--- src/core/lcsr_pkg.sv ---
// constants, carriers and states for the led current setting registers
// assumes one 200 MHz clock and a synchronous active-high reset
//
// Notes on behaviour
// - bit 7 of the first flash register turns channel one on in flash mode, reset value 0x29.
// - channel one flash enable drops on lockout, low logic supply or a led one fault in flash.
// - flash level bits 5..0 step 15.625mA from code 0, default 101001, bit 6 reads zero.
// - second flash register holds enable in bit 7, zero in bit 6, level in 5..0, reset 0x29.
// - channel two flash enable drops on lockout, low logic supply or a led two fault in flash.
// - bit 7 of the torch register turns channel one on in torch mode, reset value 0x00.
// - channel one torch enable drops on lockout, low logic supply or a led one fault in torch.
// - torch bit 0 picks dac level control when clear and pwm dimming when set.
// - in dac dimming the six-bit torch field steps about 3.91mA per code, default zero.
// - in pwm dimming the low three field bits give pulse current 125mA to 1000mA.
// - in pwm dimming the high three field bits give duty 3.125% to 25% in 3.125% steps.
package lcsr_pkg;
	// =========================================
	// register map
	localparam logic [7:0] LCSR_OFF_FLASH1 = 8'h04;
	localparam logic [7:0] LCSR_OFF_FLASH2 = 8'h05;
	localparam logic [7:0] LCSR_OFF_TORCH1 = 8'h06;
	localparam logic [7:0] LCSR_RST_FLASH = 8'h29;
	localparam logic [7:0] LCSR_RST_TORCH = 8'h00;
	localparam int LCSR_EN_BIT = 7;
	localparam int LCSR_RSV_BIT = 6;
	localparam int LCSR_DIM_BIT = 0;
	localparam logic [6:0] LCSR_DEV_ADDR = 7'h3A;
	localparam logic [3:0] LCSR_BITS_PER_BYTE = 4'h8;
	// =========================================
	// synchroniser lanes
	localparam int LCSR_SY_SCL = 0;
	localparam int LCSR_SY_SDA = 1;
	localparam int LCSR_SY_UNDERVOLTAGE_LOCKOUT = 2;
	localparam int LCSR_SY_VDDLO = 3;
	localparam int LCSR_SY_F1 = 4;
	localparam int LCSR_SY_F2 = 5;
	localparam int LCSR_SY_FMODE = 6;
	localparam int LCSR_SY_TMODE = 7;
	localparam int LCSR_SY_N = 8;
	// =========================================
	// serial slave states
	typedef enum logic [8:0] {
		LCSR_IDLE = 9'h001,
		LCSR_ADDR = 9'h002,
		LCSR_ACKA = 9'h004,
		LCSR_PTR = 9'h008,
		LCSR_ACKP = 9'h010,
		LCSR_WDAT = 9'h020,
		LCSR_ACKW = 9'h040,
		LCSR_RDAT = 9'h080,
		LCSR_RACK = 9'h100
	} lcsr_st_t;
	typedef struct packed {
		logic [7:0] fl1;
		logic [7:0] fl2;
		logic [7:0] tor;
	} lcsr_regs_t;
	typedef struct packed {
		lcsr_regs_t regs;
		lcsr_st_t st;
		logic [7:0] ptr;
		logic [7:0] sh;
		logic [3:0] cnt;
		logic rw;
		logic nack;
		logic sda_oe;
		logic [LCSR_SY_N-1:0] sync1;
		logic [LCSR_SY_N-1:0] sync2;
		logic scl_d;
		logic sda_d;
	} lcsr_state_t;
endpackage

--- src/core/lcsr_top.sv ---
// led current setting registers behind a two-wire serial slave
// assumes scl, sda and fault pins asynchronous; sda pin is open drain
`timescale 1ns/1ps
module lcsr_top import lcsr_pkg::*; (
	input wire logic CLOCK_IN,
	input wire logic RST_IN,
	input wire logic CE_IN,
	input wire logic SCL_IN,
	input wire logic SDA_IN,
	output logic SDA_OUT,
	output logic SDA_OE_OUT,
	input wire logic UNDERVOLTAGE_LOCKOUT_IN,
	input wire logic LOGIC_SUPPLY_LOW_IN,
	input wire logic LED1_FAULT_IN,
	input wire logic LED2_FAULT_IN,
	input wire logic FLASH_MODE_IN,
	input wire logic TORCH_MODE_IN,
	output logic CH1_FLASH_ENABLE_OUT,
	output logic [5:0] CH1_FLASH_LEVEL_OUT,
	output logic CH2_FLASH_ENABLE_OUT,
	output logic [5:0] CH2_FLASH_LEVEL_OUT,
	output logic CH1_TORCH_ENABLE_OUT,
	output logic CH1_TORCH_DIM_SELECT_OUT,
	output logic [5:0] CH1_TORCH_LEVEL_OUT
);
	// =========================================
	// state
	lcsr_state_t s_q;
	lcsr_state_t s_d;
	logic scl;
	logic sda;
	logic start;
	logic stop;
	logic rise;
	logic fall;
	logic wr_en;
	logic [7:0] wr_addr;
	logic [7:0] wr_data;
	logic supply_bad;
	logic kill_f1;
	logic kill_f2;
	logic kill_t1;

	function automatic logic [7:0] rd_reg(input lcsr_regs_t r, input logic [7:0] a);
		logic [7:0] v;
		v = 8'h00;
		unique case (a)
			LCSR_OFF_FLASH1: v = r.fl1;
			LCSR_OFF_FLASH2: v = r.fl2;
			LCSR_OFF_TORCH1: v = r.tor;
			default: v = 8'h00;
		endcase
		return v;
	endfunction

	// =========================================
	// next state
	always_comb begin
		s_d = s_q;
		scl = s_q.sync2[LCSR_SY_SCL];
		sda = s_q.sync2[LCSR_SY_SDA];
		start = s_q.scl_d & scl & s_q.sda_d & ~sda;
		stop = s_q.scl_d & scl & ~s_q.sda_d & sda;
		rise = ~s_q.scl_d & scl;
		fall = s_q.scl_d & ~scl;
		wr_en = 1'b0;
		wr_addr = s_q.ptr;
		wr_data = s_q.sh;
		supply_bad = s_q.sync2[LCSR_SY_UNDERVOLTAGE_LOCKOUT] | s_q.sync2[LCSR_SY_VDDLO];
		kill_f1 = supply_bad | (s_q.sync2[LCSR_SY_F1] & s_q.sync2[LCSR_SY_FMODE]);
		kill_f2 = supply_bad | (s_q.sync2[LCSR_SY_F2] & s_q.sync2[LCSR_SY_FMODE]);
		kill_t1 = supply_bad | (s_q.sync2[LCSR_SY_F1] & s_q.sync2[LCSR_SY_TMODE]);
		s_d.sync1 = {TORCH_MODE_IN, FLASH_MODE_IN, LED2_FAULT_IN, LED1_FAULT_IN,
			LOGIC_SUPPLY_LOW_IN, UNDERVOLTAGE_LOCKOUT_IN, SDA_IN, SCL_IN};
		s_d.sync2 = s_q.sync1;
		s_d.scl_d = scl;
		s_d.sda_d = sda;
		if (start) begin
			s_d.st = LCSR_ADDR;
			s_d.cnt = 4'h0;
			s_d.sda_oe = 1'b0;
		end else if (stop) begin
			s_d.st = LCSR_IDLE;
			s_d.sda_oe = 1'b0;
		end else if (rise) begin
			if (s_q.st inside {LCSR_ADDR, LCSR_PTR, LCSR_WDAT}) begin
				s_d.sh = {s_q.sh[6:0], sda};
				s_d.cnt = s_q.cnt + 4'h1;
			end else if (s_q.st == LCSR_RDAT) begin
				s_d.cnt = s_q.cnt + 4'h1;
			end else if (s_q.st == LCSR_RACK) begin
				s_d.nack = sda;
			end
		end else if (fall) begin
			unique case (s_q.st)
				LCSR_IDLE: s_d.sda_oe = 1'b0;
				LCSR_ADDR: begin
					if (s_q.cnt == LCSR_BITS_PER_BYTE) begin
						if (s_q.sh[7:1] == LCSR_DEV_ADDR) begin
							s_d.st = LCSR_ACKA;
							s_d.rw = s_q.sh[0];
							s_d.sda_oe = 1'b1;
						end else begin
							s_d.st = LCSR_IDLE;
						end
					end
				end
				LCSR_ACKA: begin
					s_d.cnt = 4'h0;
					if (s_q.rw) begin
						s_d.sh = rd_reg(s_q.regs, s_q.ptr);
						s_d.ptr = s_q.ptr + 8'h01;
						s_d.sda_oe = ~s_d.sh[7];
						s_d.st = LCSR_RDAT;
					end else begin
						s_d.sda_oe = 1'b0;
						s_d.st = LCSR_PTR;
					end
				end
				LCSR_PTR: begin
					if (s_q.cnt == LCSR_BITS_PER_BYTE) begin
						s_d.ptr = s_q.sh;
						s_d.sda_oe = 1'b1;
						s_d.st = LCSR_ACKP;
					end
				end
				LCSR_WDAT: begin
					if (s_q.cnt == LCSR_BITS_PER_BYTE) begin
						wr_en = 1'b1;
						s_d.ptr = s_q.ptr + 8'h01;
						s_d.sda_oe = 1'b1;
						s_d.st = LCSR_ACKW;
					end
				end
				LCSR_ACKP, LCSR_ACKW: begin
					s_d.cnt = 4'h0;
					s_d.sda_oe = 1'b0;
					s_d.st = LCSR_WDAT;
				end
				LCSR_RDAT: begin
					if (s_q.cnt == LCSR_BITS_PER_BYTE) begin
						s_d.sda_oe = 1'b0;
						s_d.st = LCSR_RACK;
					end else begin
						s_d.sh = {s_q.sh[6:0], 1'b0};
						s_d.sda_oe = ~s_q.sh[6];
					end
				end
				LCSR_RACK: begin
					s_d.cnt = 4'h0;
					if (s_q.nack) begin
						s_d.st = LCSR_IDLE;
						s_d.sda_oe = 1'b0;
					end else begin
						s_d.sh = rd_reg(s_q.regs, s_q.ptr);
						s_d.ptr = s_q.ptr + 8'h01;
						s_d.sda_oe = ~s_d.sh[7];
						s_d.st = LCSR_RDAT;
					end
				end
			endcase
		end
		// register writes, reserved bit held at zero
		if (wr_en) begin
			unique case (wr_addr)
				LCSR_OFF_FLASH1: s_d.regs.fl1 = wr_data & 8'hBF;
				LCSR_OFF_FLASH2: s_d.regs.fl2 = wr_data & 8'hBF;
				LCSR_OFF_TORCH1: s_d.regs.tor = wr_data;
				default: s_d.regs = s_q.regs;
			endcase
		end
		// faults drop enables only, and win over a same-cycle write
		if (kill_f1) begin
			s_d.regs.fl1[LCSR_EN_BIT] = 1'b0;
		end
		if (kill_f2) begin
			s_d.regs.fl2[LCSR_EN_BIT] = 1'b0;
		end
		if (kill_t1) begin
			s_d.regs.tor[LCSR_EN_BIT] = 1'b0;
		end
	end

	// =========================================
	// registers
	always_ff @(posedge CLOCK_IN) begin
		if (RST_IN) begin
			s_q <= '0;
			s_q.st <= LCSR_IDLE;
			s_q.regs.fl1 <= LCSR_RST_FLASH;
			s_q.regs.fl2 <= LCSR_RST_FLASH;
			s_q.regs.tor <= LCSR_RST_TORCH;
			s_q.sync1 <= 8'h03;
			s_q.sync2 <= 8'h03;
			s_q.scl_d <= 1'b1;
			s_q.sda_d <= 1'b1;
		end else if (CE_IN) begin
			s_q <= s_d;
		end
	end

	// =========================================
	// outputs
	assign SDA_OUT = 1'b0;
	assign SDA_OE_OUT = s_q.sda_oe;
	assign CH1_FLASH_ENABLE_OUT = s_q.regs.fl1[LCSR_EN_BIT];
	assign CH1_FLASH_LEVEL_OUT = s_q.regs.fl1[5:0];
	assign CH2_FLASH_ENABLE_OUT = s_q.regs.fl2[LCSR_EN_BIT];
	assign CH2_FLASH_LEVEL_OUT = s_q.regs.fl2[5:0];
	assign CH1_TORCH_ENABLE_OUT = s_q.regs.tor[LCSR_EN_BIT];
	assign CH1_TORCH_DIM_SELECT_OUT = s_q.regs.tor[LCSR_DIM_BIT];
	assign CH1_TORCH_LEVEL_OUT = s_q.regs.tor[6:1];
endmodule

--- config.mk ---
export PLATFORM = sky130hd
export DESIGN_NAME = lcsr_top
export DESIGN_NICKNAME = d
export VERILOG_FILES = /design/src/core/lcsr_pkg.sv /design/src/core/lcsr_top.sv
export SDC_FILE = /design/constraint.sdc
export NUM_CORES = 1
export LEC_CHECK = 0
export ABC_AREA = 1
export BUFFER_PORTS_ARGS = -buffer_cell sky130_fd_sc_hd__buf_4
export CAP_MARGIN = 25
export CORE_MARGIN = 3
export CORE_UTILIZATION = 35
export CTS_BUF_LIST = sky130_fd_sc_hd__clkbuf_4 sky130_fd_sc_hd__clkbuf_8
export CTS_CLUSTER_DIAMETER = 200
export DETAILED_ROUTE_END_ITERATION = 12
export PLACE_DENSITY = 0.54
export SETUP_SLACK_MARGIN = 0.02
export SKIP_LAST_GASP = 1
export SYNTH_ARGS = -nofsm -noshare
export SYNTH_HDL_FRONTEND = slang
export SYNTH_SLANG_ARGS = --single-unit
--- constraint.sdc ---
create_clock -name CLOCK_IN -period 1.85 [get_ports CLOCK_IN]
set_clock_uncertainty 0.15 [all_clocks]
set_input_delay 0.0925 -clock CLOCK_IN [delete_from_list [all_inputs] [get_ports CLOCK_IN]]
set_output_delay 0.0925 -clock CLOCK_IN [all_outputs]
set_load 0.01 [all_outputs]
# ---- After elaboration in Yosys (flattened, before gate mapping)
# Index checks and enable logic that the tools add are counted.
dict set report word_totals {
  ff_bits 72
  latchBits 0
  ram_bits 0
  mem_bits_ro 0
  in_bits 11
  output_inout_bits 24
  wordCells 192
  n_memories 0
}
dict set report classes {
  add_sub_neg 2
  mul 0
  div_mod_pow 0
  order_cmp 0
  n_eq_ne 31
  n_shift 0
  muxes 85
  bitwise_logic 26
  reduce_logical 31
}
# cell count
set op_table {}
lappend op_table {{17-bit two-way mux} 11}
lappend op_table {{16-bit two-way mux} 10}
lappend op_table {{8-bit two-way mux} 19}
lappend op_table {{9-bit one-hot mux with 7 select lines} 1}
lappend op_table {{8-bit one-hot mux with 3 select lines} 2}
lappend op_table {{9-bit two-way mux} 4}
lappend op_table {{8-bit one-hot mux with 4 select lines} 1}
lappend op_table {{30-bit two-way mux} 1}
lappend op_table {{1-bit two-way mux} 27}
lappend op_table {{8-bit by 3-bit == test with 1-bit output (second input constant)} 3}
lappend op_table {{24-bit two-way mux} 1}
lappend op_table {{4-bit by 3-bit != test with 1-bit output (second input constant)} 5}
lappend op_table {{3-bit AND reduction} 6}
lappend op_table {{4-bit two-way mux} 4}
lappend op_table {{8-bit AND reduction} 2}
lappend op_table {{2-bit nonzero test} 7}
lappend op_table {{12-bit two-way mux} 1}
lappend op_table {{6-bit by 5-bit != test with 1-bit output (second input constant)} 2}
lappend op_table {{6-bit != test (second input constant)} 2}
lappend op_table {{1-bit NOT} 12}
lappend op_table {{3-bit nonzero test} 4}
lappend op_table {{1-bit bitwise AND} 10}
lappend op_table {{5-bit != test (second input constant)} 2}
lappend op_table {{10-bit AND reduction} 1}
lappend op_table {{other kinds (31)} 37}

# ---- Logic depth before layout (Yosys ltp)
dict set report logic_depth {
  ltp_word 18
  depth_mapped 15
  ltp_nobuf 14
}

# ---- Worst setup path before layout
# OpenSTA, ideal clock, no wires.
dict set report synth_timing {
  path_type {register to register}
  start {register s_q[1] (netlist bit)}
  end {register s_q, in the netlist wr_data[5]}
  setup_ns 0.113
  t_arrival_ns 1.555
  required_time_ns 1.587
  path_slack_ns 0.032
  stages_incl_launch_ff 15
  path_buffers 2
  synth_period_minus_slack_ns 1.818
  cell_sequence {dfxtp_1 -> inv_1 -> ha_1 -> inv_1 -> buf_2 -> nand2_1 -> nor3_1 -> nand2_1 -> nand3_2 -> nor2_4 -> nand2_4 -> buf_6 -> nand2_1 -> nand2_1 -> nor2_1}
}
dict set report synth_via {
  elab_chain_cells 5
  elab_cells_between_ends 18
  classes_between {4 x eq/ne; 1 x mux; 10 x bitwise; 3 x reduce/logical}
}
# element line_no
set synth_rtl {}
lappend synth_rtl {{from (decl)} lcsr_top.sv:28} ;# lcsr_state_t s_q;
lappend synth_rtl {{1-bit bitwise AND} {lcsr_top.sv:62, lcsr_top.sv:63}}
lappend synth_rtl {{1-bit bitwise AND (on tied branches) (2 in series)} {lcsr_top.sv:62, lcsr_top.sv:63}}
lappend synth_rtl {{5-bit != test (no source line) / 1-bit NOT (equally long branches)} n/a}
lappend synth_rtl {{9-bit AND reduction (no source line)} n/a}
# Several ways; a longest one is shown, not always the timed one.
# A chain may end at the register's enable or synchronous reset.

# ---- Final worst setup path
dict set report layout_timing {
  start {register s_q[41] (netlist bit)}
  end {register s_q[42] (netlist bit)}
}
dict set report layout_via {
  elab_chain_cells 7
  elab_cells_between_ends 20
  classes_between {12 x eq/ne; 5 x mux; 3 x reduce/logical}
}
# element line_no
set layout_rtl {}
lappend layout_rtl {{9-bit by 5-bit == test with 1-bit output / 9-bit by 7-bit == test with 1-bit output (equally long branches)} lcsr_top.sv:95} ;# unique case (s_q.st)
lappend layout_rtl {{2-bit OR reduction} n/a}
lappend layout_rtl {{9-bit one-hot mux with 7 select lines} lcsr_top.sv:95}
lappend layout_rtl {{30-bit two-way mux} lcsr_top.sv:94} ;# end else if (fall) begin
lappend layout_rtl {{17-bit two-way mux} lcsr_top.sv:85} ;# end else if (rise) begin
lappend layout_rtl {{9-bit two-way mux} lcsr_top.sv:82} ;# end else if (stop) begin
lappend layout_rtl {{9-bit two-way mux} lcsr_top.sv:78} ;# if (start) begin
# Several ways; a longest one is shown, not always the timed one. The select of a mux whose other input is x is not followed.

==> run summary <==
minimum clock period: 1.88 ns
Routed WL: 12,100 µm
nature of the critical path endpoint: flip-flop
drt initial violations: 263
first-pass GRT wire length: 19,200 µm
origin of the critical flop-to-flop path: s_q[41]$_SDFFE_PP1P_
met2 WL: 5780 µm
routability cong.: 0.849
Hold Crit Start: RST_IN
startpoint types: flip-flop
CP cell instances: nor2_4, nand2_2, nor2_4, nand2_2, nand2_2, buf_4, o21ai_0, nand2_2, nand2_4, buf_4, a21oi_1, nor2_1
via count: 4,441
clk slew on worst S/H paths: 0.08 ns
violated checks: setup timing
initial antenna violation count: 0
YS warnings: 0
RSZ-0062 raised after global routing: true
most frequent CP cell: nand2_2
WL met3: 576 µm
# rows: 39
CTS max path bufs: 2
Final Core Density: 51.0%
post-route design area: 5920 µm²
initial core utilization: 36.5%
leak pwr: 2.78 nW
largest net degree at the start of global routing: 46
Crit Reg-Reg Endpoint: s_q[42]$_SDFFE_PP0P_
max frequency: 533 MHz
Post-synth EDFFs: 0
layout cell share with drive strength beyond 1: 33.9%
H-tree levels: 3
Synth Cell Area: 4240 µm²
clock tree sinks: 72
Clock Latency Late Sink: 0.36 ns
Hold Crit Depth: 4
Worst path max stage delay: 0.36 ns
Worst slew margin: 57.7%
die area: 13,500 µm²
Setup-failing EPs final: 9
CORE AREA: 11,600 µm²
final non-filler cell total: 902
hold worst-path end: s_d[3]$_SDFFE_PP1P_
CTS Root Cell: clkbuf_8
register area share after synthesis: 34.0%
placed inst area: 4980 µm²
placed wire-length estimate: 8340 µm
CP Buf/Inv Count: 2
Final ANT Viol Nets: 0
Highest Signal Layer: met4
Die Height: 116 µm
Async SR Flop Fraction: 0%
worst hold path type: in2reg
TritonRoute pass-1 iters: 5
status: finished with violations
maximum vdd drop: 0.401 mV
fin. max-slew vios: 0
Max Cap Viol: 0
area grow syn2layout: 39.5%
kind of cell adding the most delay to the critical path: simple AND/OR/NAND/NOR gates
part of the cycle the worst path needs: 101%
DRC Markers: 0
P per Cell Area: 579 nW/µm²
worst setup slack after layout: -0.0259 ns
Total Nets Final: 775
number of global-route vias before repair: 4,027
CTS tree: built
FF-to-FF path depth: 12
setup TNS: -0.110 ns
R2R setup slack: -0.03 ns
post-synth top area cell: dfxtp_1
post-synthesis net count: 655
#FFs+latches synth: 72
DR vias/cell: 4.92
crit path kind: reg2reg
Worst Path Arrival: 1.97 ns
DP Cell Count: 839
CP max stage cell: dfxtp_4
pre-CTS setup slack: -0.0839 ns
synth unique cells: 36
syn avg cell area: 6.68 µm²
Crit Path Max Fanout: 5
grt ovf: 0
Crit path required time: 1.95 ns
Worst Tran Pin Value: 0.632 ns
Final Hold Vio Count: 0
Overall Global Routing Usage: 18.0%
top cells by area, synth: dfxtp_1, nand2_1, nor2_1
dominant synthesized flop cell: dfxtp_1
top cell type's share of synthesized area: 34.0%
Mapped Cells: 635
average wire per standard cell: 13.4 µm
TritonCTS Buffers: 9
antenna cells: 0
io pins: 35
met1 wire length: 5490 µm
DIE WIDTH: 116 µm
PortBufs: 33
timing repair:
action / 4_1_cts / 5_1_grt
hold buffers: 18 / 0
pin swaps: 17 / 27
buffers inserted: 4 / 21
endpoints found under the hold margin: 25 / 0
setup endpoints to repair: 43 / 60
gates resized for setup: 43 / 60
cloned: 1 / 4
final cells by class:
type | count | area, µm²
tap | 143 | 179
fill | 1129 | 5690
inverter | 67 | 265
sequential | 72 | 1470
multi-input combinational | 463 | 2560
timing repair buffer | 142 | 1250
clock buffer | 11 | 145
clock inverter | 4 | 53.8
tightest hold or removal path: cells and delay by family:
family | cells | cell delay [ns]
and+or+nand+nor | 1 | 0.08
buffers and inverters | 3 | 0.35
registers in the layout (all words and copies together), names as in the netlist:
signal and cells:
CH2_FLASH_LEVEL_OUT 6, CH1_TORCH_DIM_SELECT_OUT 1, CH1_FLASH_LEVEL_OUT 6, SDA_OE_OUT 1
s_q 23, wr_addr 8, CH1_FLASH_ENABLE_OUT 1, CH1_TORCH_ENABLE_OUT 1
wr_data 8, CH2_FLASH_ENABLE_OUT 1, CH1_TORCH_LEVEL_OUT 6, s_d 10
Yosys cell counts (9+ instances only):
master / number
nand2_2: 10
nand4_1: 10
clkbuf_1: 10
dfxtp_1: 72
inv_2: 11
inv_1: 56
nor2_1: 83
nand3_1: 36
a21oi_1: 43
ha_1: 9
o21ai_0: 51
buf_4: 20
nand2_1: 153
worst max-delay path by stage:
stage,from,endpoint,slack [ns],cells past startpoint
after floorplan,s_q[1]$_SDFFE_PP1P_,wr_data[5]$_SDFFE_PP0P_,0.03,14
after global placement,s_d[1]$_SDFFE_PP1P_,wr_addr[7]$_SDFFE_PP0P_,-0.09,10
after detailed placement,s_d[1]$_SDFFE_PP1P_,wr_data[4]$_SDFFE_PP0P_,-0.08,12
after CTS,s_q[47]$_SDFFE_PP0P_,wr_data[4]$_SDFFE_PP0P_,-0.01,14
after global routing,s_q[41]$_SDFFE_PP1P_,wr_data[7]$_SDFFE_PP0P_,-0.16,13
final,s_q[41]$_SDFFE_PP1P_,s_q[42]$_SDFFE_PP0P_,-0.03,12
report_power, final:
| group | internal (mW) | total [mW] | switching, mW |
|---|---|---|---|
| Combinational | 0.233 | 0.519 | 0.286 |
| Clock | 0.672 | 1.29 | 0.616 |
| Sequential | 1.59 | 1.62 | 0.0331 |
| Total | 2.49 | 3.43 | 0.935 |
layer usage:
metal  vias to the layer above  track usage (%)
met5                         -                0
met4                         0             6.73
met3                        24             4.66
met2                        89             29.3
met1                      2059             23.0
li1                       2269                -
cell usage in the layout (no fill, tap or decap), drive strengths merged, types with 2 or more instances in the layout:
cell type	Yosys	routed
nand2	168	170
buf	27	123
nor2	99	100
dfxtp	72	72
inv	67	67
o21ai	57	57
a21oi	44	44
nand3	42	43
dlygate4sd3	0	18
clkbuf	10	12
nand4	11	11
nor3	9	9
ha	9	9
o211ai	6	6
clkinvlp	0	3
xor2	3	3
nor4	2	2
a211oi	2	2
or2	2	2
cell families (layout without fill, tap and decap cells):
logic type | Yosys count | after routing | share of synthesized area, %
AOI/OAI and AO/OA | 111 | 111 | 14.2
xor gates and xnor gates | 3 | 3 | 0.619
adders and majority gates | 9 | 9 | 2.65
buffers and inverters | 104 | 224 | 11.6
DFF | 72 | 72 | 34.0
other | 1 | 1 | 0.0884
and+or+nand+nor | 335 | 339 | 36.8
stage by stage:
step	hold WS (ns)	total power, mW
after CTS	0.00982	3.43
after detailed placement	0.163	2.05
final	0.0328	3.43
after global routing	0.0275	3.60
after global placement	0.154	2.04
after floorplan	0.0422	1.90
(Power assumes the default switching activity.)
